$ cat config.mk
export PLATFORM = sky130hd
export DESIGN_NAME = iocfg_regs
export DESIGN_NICKNAME = d
export VERILOG_FILES = /design/src/hw/iocfg_pkg.sv /design/src/hw/iocfg_regs.sv /design/src/hw/iocfg_uart_div.sv
export SDC_FILE = /design/constraint.sdc
export NUM_CORES = 1
export LEC_CHECK = 0
export BUFFER_PORTS_ARGS = -buffer_cell sky130_fd_sc_hd__buf_2
export CAP_MARGIN = 20
export CORE_AREA = 2 2 70 72
export DETAILED_ROUTE_END_ITERATION = 7
export DIE_AREA = 0 0 72 74
export GPL_ROUTABILITY_DRIVEN = 0
export PLACE_DENSITY = 0.77
export SLEW_MARGIN = 10
export SYNTH_ARGS = -nofsm -noshare
export SYNTH_HDL_FRONTEND = slang
export SYNTH_SLANG_ARGS = --single-unit
$ cat constraint.sdc
create_clock -name CLK -period 1.8 [get_ports CLK]
set_clock_uncertainty 0.1 [all_clocks]
set_input_delay 0.36 -clock CLK [delete_from_list [all_inputs] [get_ports CLK]]
set_output_delay 0.36 -clock CLK [all_outputs]
set_load 0.02 [all_outputs]
$ cat src/hw/iocfg_pkg.sv
package iocfg_pkg;
  // Configuration port protocol
  localparam logic [7:0] IOCFG_ENTER_KEY    = 8'h44;
  localparam logic [7:0] IOCFG_EXIT_KEY     = 8'haa;
  // Register indices
  localparam logic [7:0] IOCFG_IDX_PAR_SER  = 8'h04;
  localparam logic [7:0] IOCFG_IDX_FLOPPY   = 8'h05;
  // Reset values
  localparam logic [7:0] IOCFG_PAR_SER_RST  = 8'h00;
  localparam logic [7:0] IOCFG_FLOPPY_RST   = 8'h00;
  localparam logic [7:0] IOCFG_INDEX_RST    = 8'h00;
  // Writable bit masks; other bits are held at zero
  localparam logic [7:0] IOCFG_PAR_SER_MASK = 8'h33;
  localparam logic [7:0] IOCFG_FLOPPY_MASK  = 8'h7f;
  // Field positions, parallel/serial setup
  localparam int IOCFG_PAR_MODE_LSB  = 0;
  localparam int IOCFG_UART_A_BIT    = 4;
  localparam int IOCFG_UART_B_BIT    = 5;
  // Field positions, floppy/disk setup
  localparam int IOCFG_FLOPPY_ALT_BIT = 0;
  localparam int IOCFG_DISK_ALT_BIT   = 1;
  localparam int IOCFG_NONBURST_BIT   = 2;
  localparam int IOCFG_DENSITY_LSB    = 3;
  localparam int IOCFG_SWAP_BIT       = 5;
  localparam int IOCFG_QUAD_BIT       = 6;
  // Parallel modes
  localparam logic [1:0] IOCFG_MODE_STANDARD_BIDIR = 2'h0;
  // Density overrides
  localparam logic [1:0] IOCFG_DENS_NORMAL = 2'h0;
  localparam logic [1:0] IOCFG_DENS_HIGH   = 2'h2;
  localparam logic [1:0] IOCFG_DENS_LOW    = 2'h3;
  // UART clock divisors
  localparam logic [3:0] IOCFG_DIV_NORMAL = 4'hd;
  localparam logic [3:0] IOCFG_DIV_MIDI   = 4'hc;
  // I/O decode bases
  localparam logic [9:0] IOCFG_FLOPPY_PRI = 10'h3f0;
  localparam logic [9:0] IOCFG_FLOPPY_SEC = 10'h370;
  localparam logic [9:0] IOCFG_DISK_PRI   = 10'h1f0;
  localparam logic [9:0] IOCFG_DISK_SEC   = 10'h170;
  localparam logic [9:0] IOCFG_DISK_CTL_PRI = 10'h3f6;
  localparam logic [9:0] IOCFG_DISK_CTL_SEC = 10'h376;
  // Config port state
  typedef enum logic [1:0] {
    IOCFG_IDLE  = 2'b00,
    IOCFG_KEY1  = 2'b01,
    IOCFG_ACTIVE = 2'b10
  } iocfg_state_t;
endpackage

$ cat src/hw/iocfg_regs.sv
`timescale 1ns/10ps
// Notes on behaviour
// - Index 04h register reachable only in config mode; resets to 00h
// - Index 05h register reachable only in config mode; resets to 00h
// - Parallel mode 00 is standard/bidirectional when qualifier low
// - Bits 2,3,6,7 of parallel/serial setup read as zero
// - Bit 4 sets first UART divisor: 13 low, 12 high
// - Bit 5 sets second UART divisor: 13 low, 12 high
// - MIDI divisor 12 gives 2 MHz from 24 MHz master clock
// - Bit 0 moves floppy decode from 3F0-3F7 to 370-377
// - Bit 1 moves disk decode from 1F0-1F7/3F6-7 to 170-177/376-7
// - Bit 2 picks non-burst DMA, request pulses per byte while FDD_FIFO_ON is high
// - Bit 5 swaps drive and motor selects 0 and 1
// - Bit 6 selects encoded selects for external 2-to-4 decoder
module iocfg_regs (
  // Clock and reset
  input  wire logic       CLK,
  input  wire logic       RST,
  // Config port access (index port and data port)
  input  wire logic       IO_WR,
  input  wire logic       IO_RD,
  input  wire logic       IO_INDEX_SEL,
  input  wire logic [7:0] IO_WDATA,
  output logic      [7:0] IO_RDATA,
  output logic            CONFIG_ACTIVE,
  // I/O decode
  input  wire logic [9:0] IO_ADDR,
  output logic            FLOPPY_DECODE,
  output logic            DISK_DECODE,
  // Parallel port
  input  wire logic       PAR_MODE_QUAL,
  output logic            PAR_STANDARD_BIDIR,
  output logic      [1:0] PAR_MODE,
  // UART clock enables
  output logic            UART_A_CLK_EN,
  output logic            UART_B_CLK_EN,
  // Floppy side
  input  wire logic       DENSITY_IN,
  output logic            DENSITY_OUT,
  input  wire logic [1:0] FDD_DRIVE_SEL,
  input  wire logic [3:0] FDD_MOTOR_IN,
  output logic      [3:0] FDD_DRIVE_EN,
  output logic      [3:0] FDD_MOTOR_EN,
  input  wire logic       FDD_BYTE_DONE,
  input  wire logic       FDD_DMA_REQ_IN,
  input  wire logic       FDD_FIFO_ON,
  output logic            FLOPPY_NONBURST_SEL,
  output logic            FLOPPY_DMA_REQUEST
);
  import iocfg_pkg::*;

  iocfg_state_t st_reg;
  iocfg_state_t st_next;
  logic [7:0]   index_reg;
  logic [7:0]   index_next;
  logic [7:0]   parser_reg;
  logic [7:0]   parser_next;
  logic [7:0]   floppy_reg;
  logic [7:0]   floppy_next;
  logic [7:0]   rdata_reg;
  logic [7:0]   rdata_next;
  logic         cfg_on;
  logic [1:0]   dsel;
  logic [3:0]   mot;
  logic [3:0]   drv_next;
  logic [3:0]   mot_next;
  logic [3:0]   drv_reg;
  logic [3:0]   mot_reg;
  logic         dens_next;
  logic         dens_reg;
  logic         req_next;
  logic         req_reg;
  logic         fsec;
  logic         dsec;

  assign cfg_on = (st_reg == IOCFG_ACTIVE);

  // Key sequence and register access
  always_comb begin
    st_next     = st_reg;
    index_next  = index_reg;
    parser_next = parser_reg;
    floppy_next = floppy_reg;
    rdata_next  = rdata_reg;
    unique case (st_reg)
      IOCFG_IDLE: begin
        if (IO_WR && IO_INDEX_SEL && IO_WDATA == IOCFG_ENTER_KEY) begin
          st_next = IOCFG_KEY1;
        end
      end
      IOCFG_KEY1: begin
        // Any other access in between breaks the key
        if (IO_WR || IO_RD) begin
          if (IO_WR && IO_INDEX_SEL && IO_WDATA == IOCFG_ENTER_KEY) begin
            st_next = IOCFG_ACTIVE;
          end else begin
            st_next = IOCFG_IDLE;
          end
        end
      end
      IOCFG_ACTIVE: begin
        if (IO_WR && IO_INDEX_SEL) begin
          if (IO_WDATA == IOCFG_EXIT_KEY) begin
            st_next = IOCFG_IDLE;
          end else begin
            index_next = IO_WDATA;
          end
        end else if (IO_WR) begin
          if (index_reg == IOCFG_IDX_PAR_SER) begin
            parser_next = IO_WDATA & IOCFG_PAR_SER_MASK;
          end
          if (index_reg == IOCFG_IDX_FLOPPY) begin
            floppy_next = IO_WDATA & IOCFG_FLOPPY_MASK;
          end
        end
      end
      default: st_next = IOCFG_IDLE;
    endcase
    // Reads return zero outside config mode
    if (IO_RD && cfg_on && IO_INDEX_SEL) begin
      rdata_next = index_reg;
    end else if (IO_RD && cfg_on && index_reg == IOCFG_IDX_PAR_SER) begin
      rdata_next = parser_reg;
    end else if (IO_RD && cfg_on && index_reg == IOCFG_IDX_FLOPPY) begin
      rdata_next = floppy_reg;
    end else if (IO_RD) begin
      rdata_next = 8'h00;
    end
  end

  always_ff @(posedge CLK) begin
    if (RST) begin
      st_reg     <= IOCFG_IDLE;
      index_reg  <= IOCFG_INDEX_RST;
      parser_reg <= IOCFG_PAR_SER_RST;
      floppy_reg <= IOCFG_FLOPPY_RST;
      rdata_reg  <= 8'h00;
    end else begin
      st_reg     <= st_next;
      index_reg  <= index_next;
      parser_reg <= parser_next;
      floppy_reg <= floppy_next;
      rdata_reg  <= rdata_next;
    end
  end

  assign IO_RDATA      = rdata_reg;
  assign CONFIG_ACTIVE = cfg_on;

  assign fsec = floppy_reg[IOCFG_FLOPPY_ALT_BIT];
  assign FLOPPY_DECODE = (IO_ADDR[9:3] ==
    (fsec ? IOCFG_FLOPPY_SEC[9:3] : IOCFG_FLOPPY_PRI[9:3]));

  assign dsec = floppy_reg[IOCFG_DISK_ALT_BIT];
  assign DISK_DECODE =
    (IO_ADDR[9:3] == (dsec ? IOCFG_DISK_SEC[9:3] : IOCFG_DISK_PRI[9:3])) ||
    (IO_ADDR[9:1] ==
      (dsec ? IOCFG_DISK_CTL_SEC[9:1] : IOCFG_DISK_CTL_PRI[9:1]));

  assign PAR_MODE = parser_reg[IOCFG_PAR_MODE_LSB +: 2];
  assign PAR_STANDARD_BIDIR = !PAR_MODE_QUAL &&
    (PAR_MODE == IOCFG_MODE_STANDARD_BIDIR);

  // first UART divisor; 12 gives 2 MHz
  iocfg_uart_div u_div_a (
    .clk      (CLK),
    .rst      (RST),
    .midi_sel (parser_reg[IOCFG_UART_A_BIT]),
    .clk_en   (UART_A_CLK_EN)
  );

  iocfg_uart_div u_div_b (
    .clk      (CLK),
    .rst      (RST),
    .midi_sel (parser_reg[IOCFG_UART_B_BIT]),
    .clk_en   (UART_B_CLK_EN)
  );

  // Floppy drive and motor mapping, density, DMA style
  always_comb begin
    dsel = FDD_DRIVE_SEL;
    mot  = FDD_MOTOR_IN;
    if (floppy_reg[IOCFG_SWAP_BIT]) begin
      if (dsel[1] == 1'b0) begin
        dsel[0] = ~dsel[0];
      end
      mot = {FDD_MOTOR_IN[3:2], FDD_MOTOR_IN[0], FDD_MOTOR_IN[1]};
    end
    if (floppy_reg[IOCFG_QUAD_BIT]) begin
      drv_next = {2'b00, dsel};
    end else begin
      drv_next = 4'h1 << dsel;
    end
    mot_next = mot;
    unique case (floppy_reg[IOCFG_DENSITY_LSB +: 2])
      IOCFG_DENS_HIGH: dens_next = 1'b1;
      IOCFG_DENS_LOW:  dens_next = 1'b0;
      default:         dens_next = DENSITY_IN;
    endcase
    // one pulse per byte when non-burst and FDD_FIFO_ON is high
    if (floppy_reg[IOCFG_NONBURST_BIT] && FDD_FIFO_ON) begin
      req_next = FDD_BYTE_DONE;
    end else begin
      req_next = FDD_DMA_REQ_IN;
    end
  end

  always_ff @(posedge CLK) begin
    if (RST) begin
      drv_reg  <= 4'h0;
      mot_reg  <= 4'h0;
      dens_reg <= 1'b0;
      req_reg  <= 1'b0;
    end else begin
      drv_reg  <= drv_next;
      mot_reg  <= mot_next;
      dens_reg <= dens_next;
      req_reg  <= req_next;
    end
  end

  assign FDD_DRIVE_EN        = drv_reg;
  assign FDD_MOTOR_EN        = mot_reg;
  assign DENSITY_OUT         = dens_reg;
  assign FLOPPY_DMA_REQUEST  = req_reg;
  assign FLOPPY_NONBURST_SEL = floppy_reg[IOCFG_NONBURST_BIT];
endmodule // iocfg_regs

$ cat src/hw/iocfg_uart_div.sv
`timescale 1ns/10ps
// Divides the master clock by 13 or 12 into a one-cycle enable
module iocfg_uart_div (
  // Clock and reset
  input  wire logic       clk,
  input  wire logic       rst,
  // Control
  input  wire logic       midi_sel,
  // Output
  output logic            clk_en
);
  import iocfg_pkg::*;

  logic [3:0] cnt_reg;
  logic [3:0] cnt_next;
  logic       en_reg;
  logic       en_next;
  logic [3:0] div;

  always_comb begin
    div = midi_sel ? IOCFG_DIV_MIDI : IOCFG_DIV_NORMAL;
    // Switch applies to the running count at once, no short pulse
    if (cnt_reg >= div - 4'h1) begin
      cnt_next = 4'h0;
      en_next  = 1'b1;
    end else begin
      cnt_next = cnt_reg + 4'h1;
      en_next  = 1'b0;
    end
  end

  always_ff @(posedge clk) begin
    if (rst) begin
      cnt_reg <= 4'h0;
      en_reg  <= 1'b0;
    end else begin
      cnt_reg <= cnt_next;
      en_reg  <= en_next;
    end
  end

  assign clk_en = en_reg;
endmodule // iocfg_uart_div

# [After elaboration in Yosys (flattened, before gate mapping)]
# Cells that the tools add are included.
[classes] add_sub_neg=4 n_mul=0 div=0 magnitude_cmp=2 n_eq_ne=15 shifts=1 muxes=23 n_bitwise=3 n_reduce_logical=21
[op_table] cell="$mux 8" n=4
[op_table] cell="$eq 8x3->1 const B" n=2
[op_table] cell="$mux 2" n=7
[op_table] cell="$reduce_and 4->1" n=3
[op_table] cell="$mux 5" n=2
[op_table] cell="$eq 9x9->1" n=1
[op_table] cell="$add 4x1->4 const B" n=2
[op_table] cell="$eq 8x7->1 const B" n=1
[op_table] cell="$eq 8x8->1 const B" n=1
[op_table] cell="$ge 4x4->1" n=2
[op_table] cell="$logic_and 1x1->1" n=8
[op_table] cell="$sub 4x1->4 const B" n=2
[op_table] cell="$eq 7x6->1" n=1
[op_table] cell="$eq 7x7->1" n=1
[op_table] cell="$mux 1" n=7
[op_table] cell="$mux 7" n=1
[op_table] cell="$eq 2x2->1 const B" n=3
[op_table] cell="$pmux 2 s3" n=1
[op_table] cell="$reduce_or 2->1" n=3
[op_table] cell="$logic_not 2->1" n=2
[op_table] cell="$ne 2x1->1 const B" n=2
[op_table] cell="$ne 2x2->1 const B" n=2
[op_table] cell="$reduce_bool 4->1" n=1
[op_table] cell="$shl 1x2->4 const A" n=1
[op_table] cell="other kinds (6)" n=9
[word_totals] register_bits=49 latch_bits=0 ram_bits=0 romBits=0 in_bits=34 output_inout_bits=27 word_cells=83 n_memories=0

# [Longest topological paths before layout]
[depth] depth_word=6 ltp_mapped=6 mapped_depth_nobuf=6

# [Hierarchy]
# A second synthesis with hierarchy kept.
[unflattened] hier_cells=242 hier_area_um2=2381.0
[by_module_without_submodules] mod="iocfg_regs" instances=1 cells_each=192 area_per_inst_um2=1868.0
[by_module_without_submodules] mod="iocfg_uart_div" instances=2 cells_each=25 area_per_inst_um2=256.5

# [Least setup slack after synthesis]
# No wires, ideal clock.
[synth_path] path_kind="input to output" from="input port IO_ADDR[7]" to="output port DISK_DECODE" arrival_ps=1587 t_required_ps=1340 setup_slack_ps=-247 path_stages=2 n_path_buf=0 path_cell_list="xnor2_1 a2111oi_0"
[synth_via] elab_chain_len=2 elab_cells_between_ends=3 classes_between="2 x eq/ne; 1 x reduce/logical"
[synth_lines] item="start: declaration" line_no="iocfg_regs.sv:27" text="input wire logic [9:0] IO_ADDR,"
[synth_lines] item="$eq 9x9->1 or $eq 7x6->1 (tied branches)" line_no="iocfg_regs.sv:157, iocfg_regs.sv:156"
[synth_lines] item="$logic_or 1x1->1 *" line_no="iocfg_regs.sv:156" text="(IO_ADDR[9:3] == (dsec ? IOCFG_DISK_SEC[9:3] : IOCFG_DISK_PRI[9:3])) ||"
[synth_lines] item="end: declaration" line_no="iocfg_regs.sv:29" text="output logic DISK_DECODE,"
# Every way passes the cells marked *; elsewhere a longest branch is shown, timed or not.

# [Final worst setup path]
[layout_path] from="register floppy_reg[1]" to="output port DISK_DECODE"
[layout_via] elab_chain_len=3 elab_cells_between_ends=5 classes_between="2 x eq/ne; 2 x mux; 1 x reduce/logical"
[layout_lines] item="start: declaration" line_no="iocfg_regs.sv:58" text="logic [7:0] floppy_reg;"
[layout_lines] item="start signal: assignment" line_no="iocfg_regs.sv:142" text="floppy_reg <= floppy_next;"
[layout_lines] item="$mux 7 or $mux 5 (tied branches)" line_no="iocfg_regs.sv:158, iocfg_regs.sv:156"
[layout_lines] item="$eq 9x9->1 or $eq 7x6->1 (tied branches)" line_no="iocfg_regs.sv:157, iocfg_regs.sv:156"
[layout_lines] item="$logic_or 1x1->1 *" line_no="iocfg_regs.sv:156"
# Marks and branches as above.

==> impl_metrics.json <==
{
  "cp.arrival_ns": 1.23,
  "cp-start-kind": "register",
  "antenna_left": 0,
  "crit_path_max_incr_delay_ns": 0.34,
  "grt_max_degree": 27,
  "crit_slowest_cell": "dfxtp_2",
  "syn_area_um2": 2290,
  "cp.required_ns": 1.34,
  "finalCritPeriodShare": 0.937,
  "finalCriticalPeriod_ns": 1.69,
  "async_reset_ff_frac": 0,
  "synthesis.instances": 237,
  "clockBufferDepth": 2,
  "synth_enable_flop_cells": 0,
  "switching_share": 0.240,
  "internal_power_w": 0.00150,
  "outcome": "complete, no violations",
  "die_w_um": 72,
  "die_y_um": 74,
  "core.rowCount": 25,
  "vdd_drop_max_mv": 0.462,
  "maxCapViolations": 0,
  "portBuffers": 59,
  "synth.distinct_cells": 42,
  "cts_made_buffers": 5,
  "drt_first_pass_iters": 4,
  "drive_gt1_frac": 0.290,
  "htreeDepth": 2,
  "leakagePower_nw": 1.26,
  "cts.clk_slew.worst_paths_ns": 0.08,
  "r2r_slack_ns": 0.14,
  "hp-class": "in -> reg",
  "cts_tree": "built",
  "clock-sinks": 49,
  "setup_viol": 0,
  "grt_pass1_vias": 1672,
  "antenna_found_initial": 0,
  "syn2layout_area_growth_pct": 19.5,
  "wl_per_cell_um": 14.0,
  "slew_headroom": 0.733,
  "grt_pass1_wl_mm": 7.89,
  "switching_power_w": 0.000474,
  "coreArea_um2": 4600,
  "num_vias": 1892,
  "ys_ff_latch": 49,
  "yosys_warnings": 0,
  "viasPerCell": 5.39,
  "drt-total-wl_mm": 4.90,
  "pwr-share-clk": 0.331,
  "grt-ovfl-total": 0,
  "gr-usage-all-layers": 0.191,
  "drc_errors": 0,
  "end_kind": "primary output",
  "nets": 339,
  "finalHoldViolCount": 0,
  "grt_setup_unrepaired": "no",
  "cp_max_fo": 3,
  "holdBufCountCts": 0,
  "setup-tns-final_ns": 0,
  "place_hpwl_mm": 3.67,
  "worstMarginPinSlew_ns": 0.400,
  "drtIter0Drc": 86,
  "synth.net_count": 279,
  "synthFlopType": "dfxtp_1",
  "design_area_um2": 2740,
  "clkLatencyLatePin_ns": 0.30,
  "placed_area_um2": 2650,
  "syn_avg_cell_area_um2": 9.67,
  "postCtsResizedCells": 1,
  "max_freq_mhz": 593,
  "p_comb_frac": 0.100,
  "drv_slew": 0,
  "cts_setup_buffers": 0,
  "ios": 61,
  "p_per_area_nw_per_um2": 720,
  "fp.dieArea_um2": 5330,
  "yosysSeqAreaShare": 0.428,
  "initial_core_util": 0.499,
  "p_seq_frac": 0.569,
  "clk_root_buffer_cell": "clkbuf_8",
  "nFillCells": 410,
  "antenna_cells": 0,
  "path_class": "reg -> out",
  "path_cells": "xnor2_1 -> a2111oi_2 -> buf_2"
}
final timing paths:
check,start,to,cells past startpoint
setup / recovery,floppy_reg[1],DISK_DECODE,3
hold / removal,FDD_MOTOR_IN[2],FDD_MOTOR_EN[2],2
hold reg to reg,IO_RDATA[7],IO_RDATA[7],2
setup reg to reg,u_div_b.cnt_reg[0],u_div_b.cnt_reg[2],6
per-stage QoR:
stage / utilization / setup slack (ns) / total power (W) / hold WS (ns) / std cells
after CTS: 0.596 / 0.104 / 0.00199 / 0.163 / 351
after floorplan: - / 0.255 / 0.00126 / 0.339 / 237
final: 0.596 / 0.113 / 0.00197 / 0.167 / 351
after global routing: 0.596 / 0.00130 / 0.00207 / 0.165 / 351
after detailed placement: 0.577 / 0.0939 / 0.00134 / 0.380 / 344
after global placement: 0.577 / 0.134 / 0.00134 / 0.358 / 344
power by group through the flow:
stage / registers [W] / clock network, W / logic (W)
6_report: 0.00112 / 0.000654 / 0.000197
3_3_place_gp: 0.00115 / 0 / 0.000192
2_1_floorplan: 0.00116 / 0 / 0.0000917
5_1_grt: 0.00113 / 0.000722 / 0.000221
3_5_place_dp: 0.00115 / 0 / 0.000197
4_1_cts: 0.00112 / 0.000665 / 0.000199
worst max-delay path: cells and delay by family (launching register included):
| kind | cells | cell delay (ns) |
|---|---|---|
| flip-flops | 1 | 0.34 |
| AO/OA/AOI/OAI | 1 | 0.22 |
| XOR/XNOR | 1 | 0.15 |
| buffers and inverters | 1 | 0.22 |
final cells by class:
cell class	instances	area (um^2)	share of cell area
Tap cell	54	67.6	0.0247
Timing Repair Buffer	66	348	0.127
Inverter	5	18.8	0.00685
Clock buffer	7	86.3	0.0315
Sequential cell	49	982	0.358
Multi-Input combinational cell	170	1240	0.452
cells in the mapped netlist (2+ instances only):
master	count	area, um^2
a21o_1	4	30.0
a21oi_1	7	35.0
a221oi_1	4	35.0
a31oi_1	8	50.1
and2_1	9	56.3
clkbuf_1	10	37.5
dfxtp_1	49	981
ha_1	8	100
inv_1	5	18.8
mux2_2	2	22.5
mux2i_1	22	220
nand2_1	11	41.3
nand2b_1	7	43.8
nand3_1	4	20.0
nand4_1	5	31.3
nand4b_1	3	26.3
nor2_1	28	105
nor2b_1	7	43.8
nor3_1	10	50.1
nor3b_1	2	15.0
nor4b_1	2	17.5
nor4b_2	3	45.0
o21ai_0	2	10.0
xnor2_1	5	43.8
xor2_1	3	26.3
kinds of logic (layout without fill, tap and decap cells):
logic type / Yosys count / in the layout / share of synthesized area
DFF: 49 / 49 / 0.428
xor gates and xnor gates: 8 / 8 / 0.0306
buffers and inverters: 18 / 78 / 0.0349
AOI/OAI and AO/OA: 30 / 30 / 0.0950
adders and majority gates: 8 / 8 / 0.0437
and+or+nand+nor: 100 / 100 / 0.262
muxes: 24 / 24 / 0.106
cells in the final DEF, fill, tap and decap left out, types with 6 or more instances in the layout:
cell type and n:
ha_1 8, buf_2 59, dfxtp_1 48, clkbuf_8 6
nand2_1 11, nor2b_1 7, and2_1 9, buf_4 7
a31oi_1 8, nand2b_1 7, mux2i_1 22, nor3_1 10
a21oi_1 7, nor2_1 28
layer usage:
layer	GRT usage	vias up	wire length, um
met5	0	-	0
met3	0.0474	8	234
met1	0.258	875	2260
met2	0.298	54	2320
met4	0.0734	0	85
li1	-	955	-
Power figures use the tool's default switching activity.
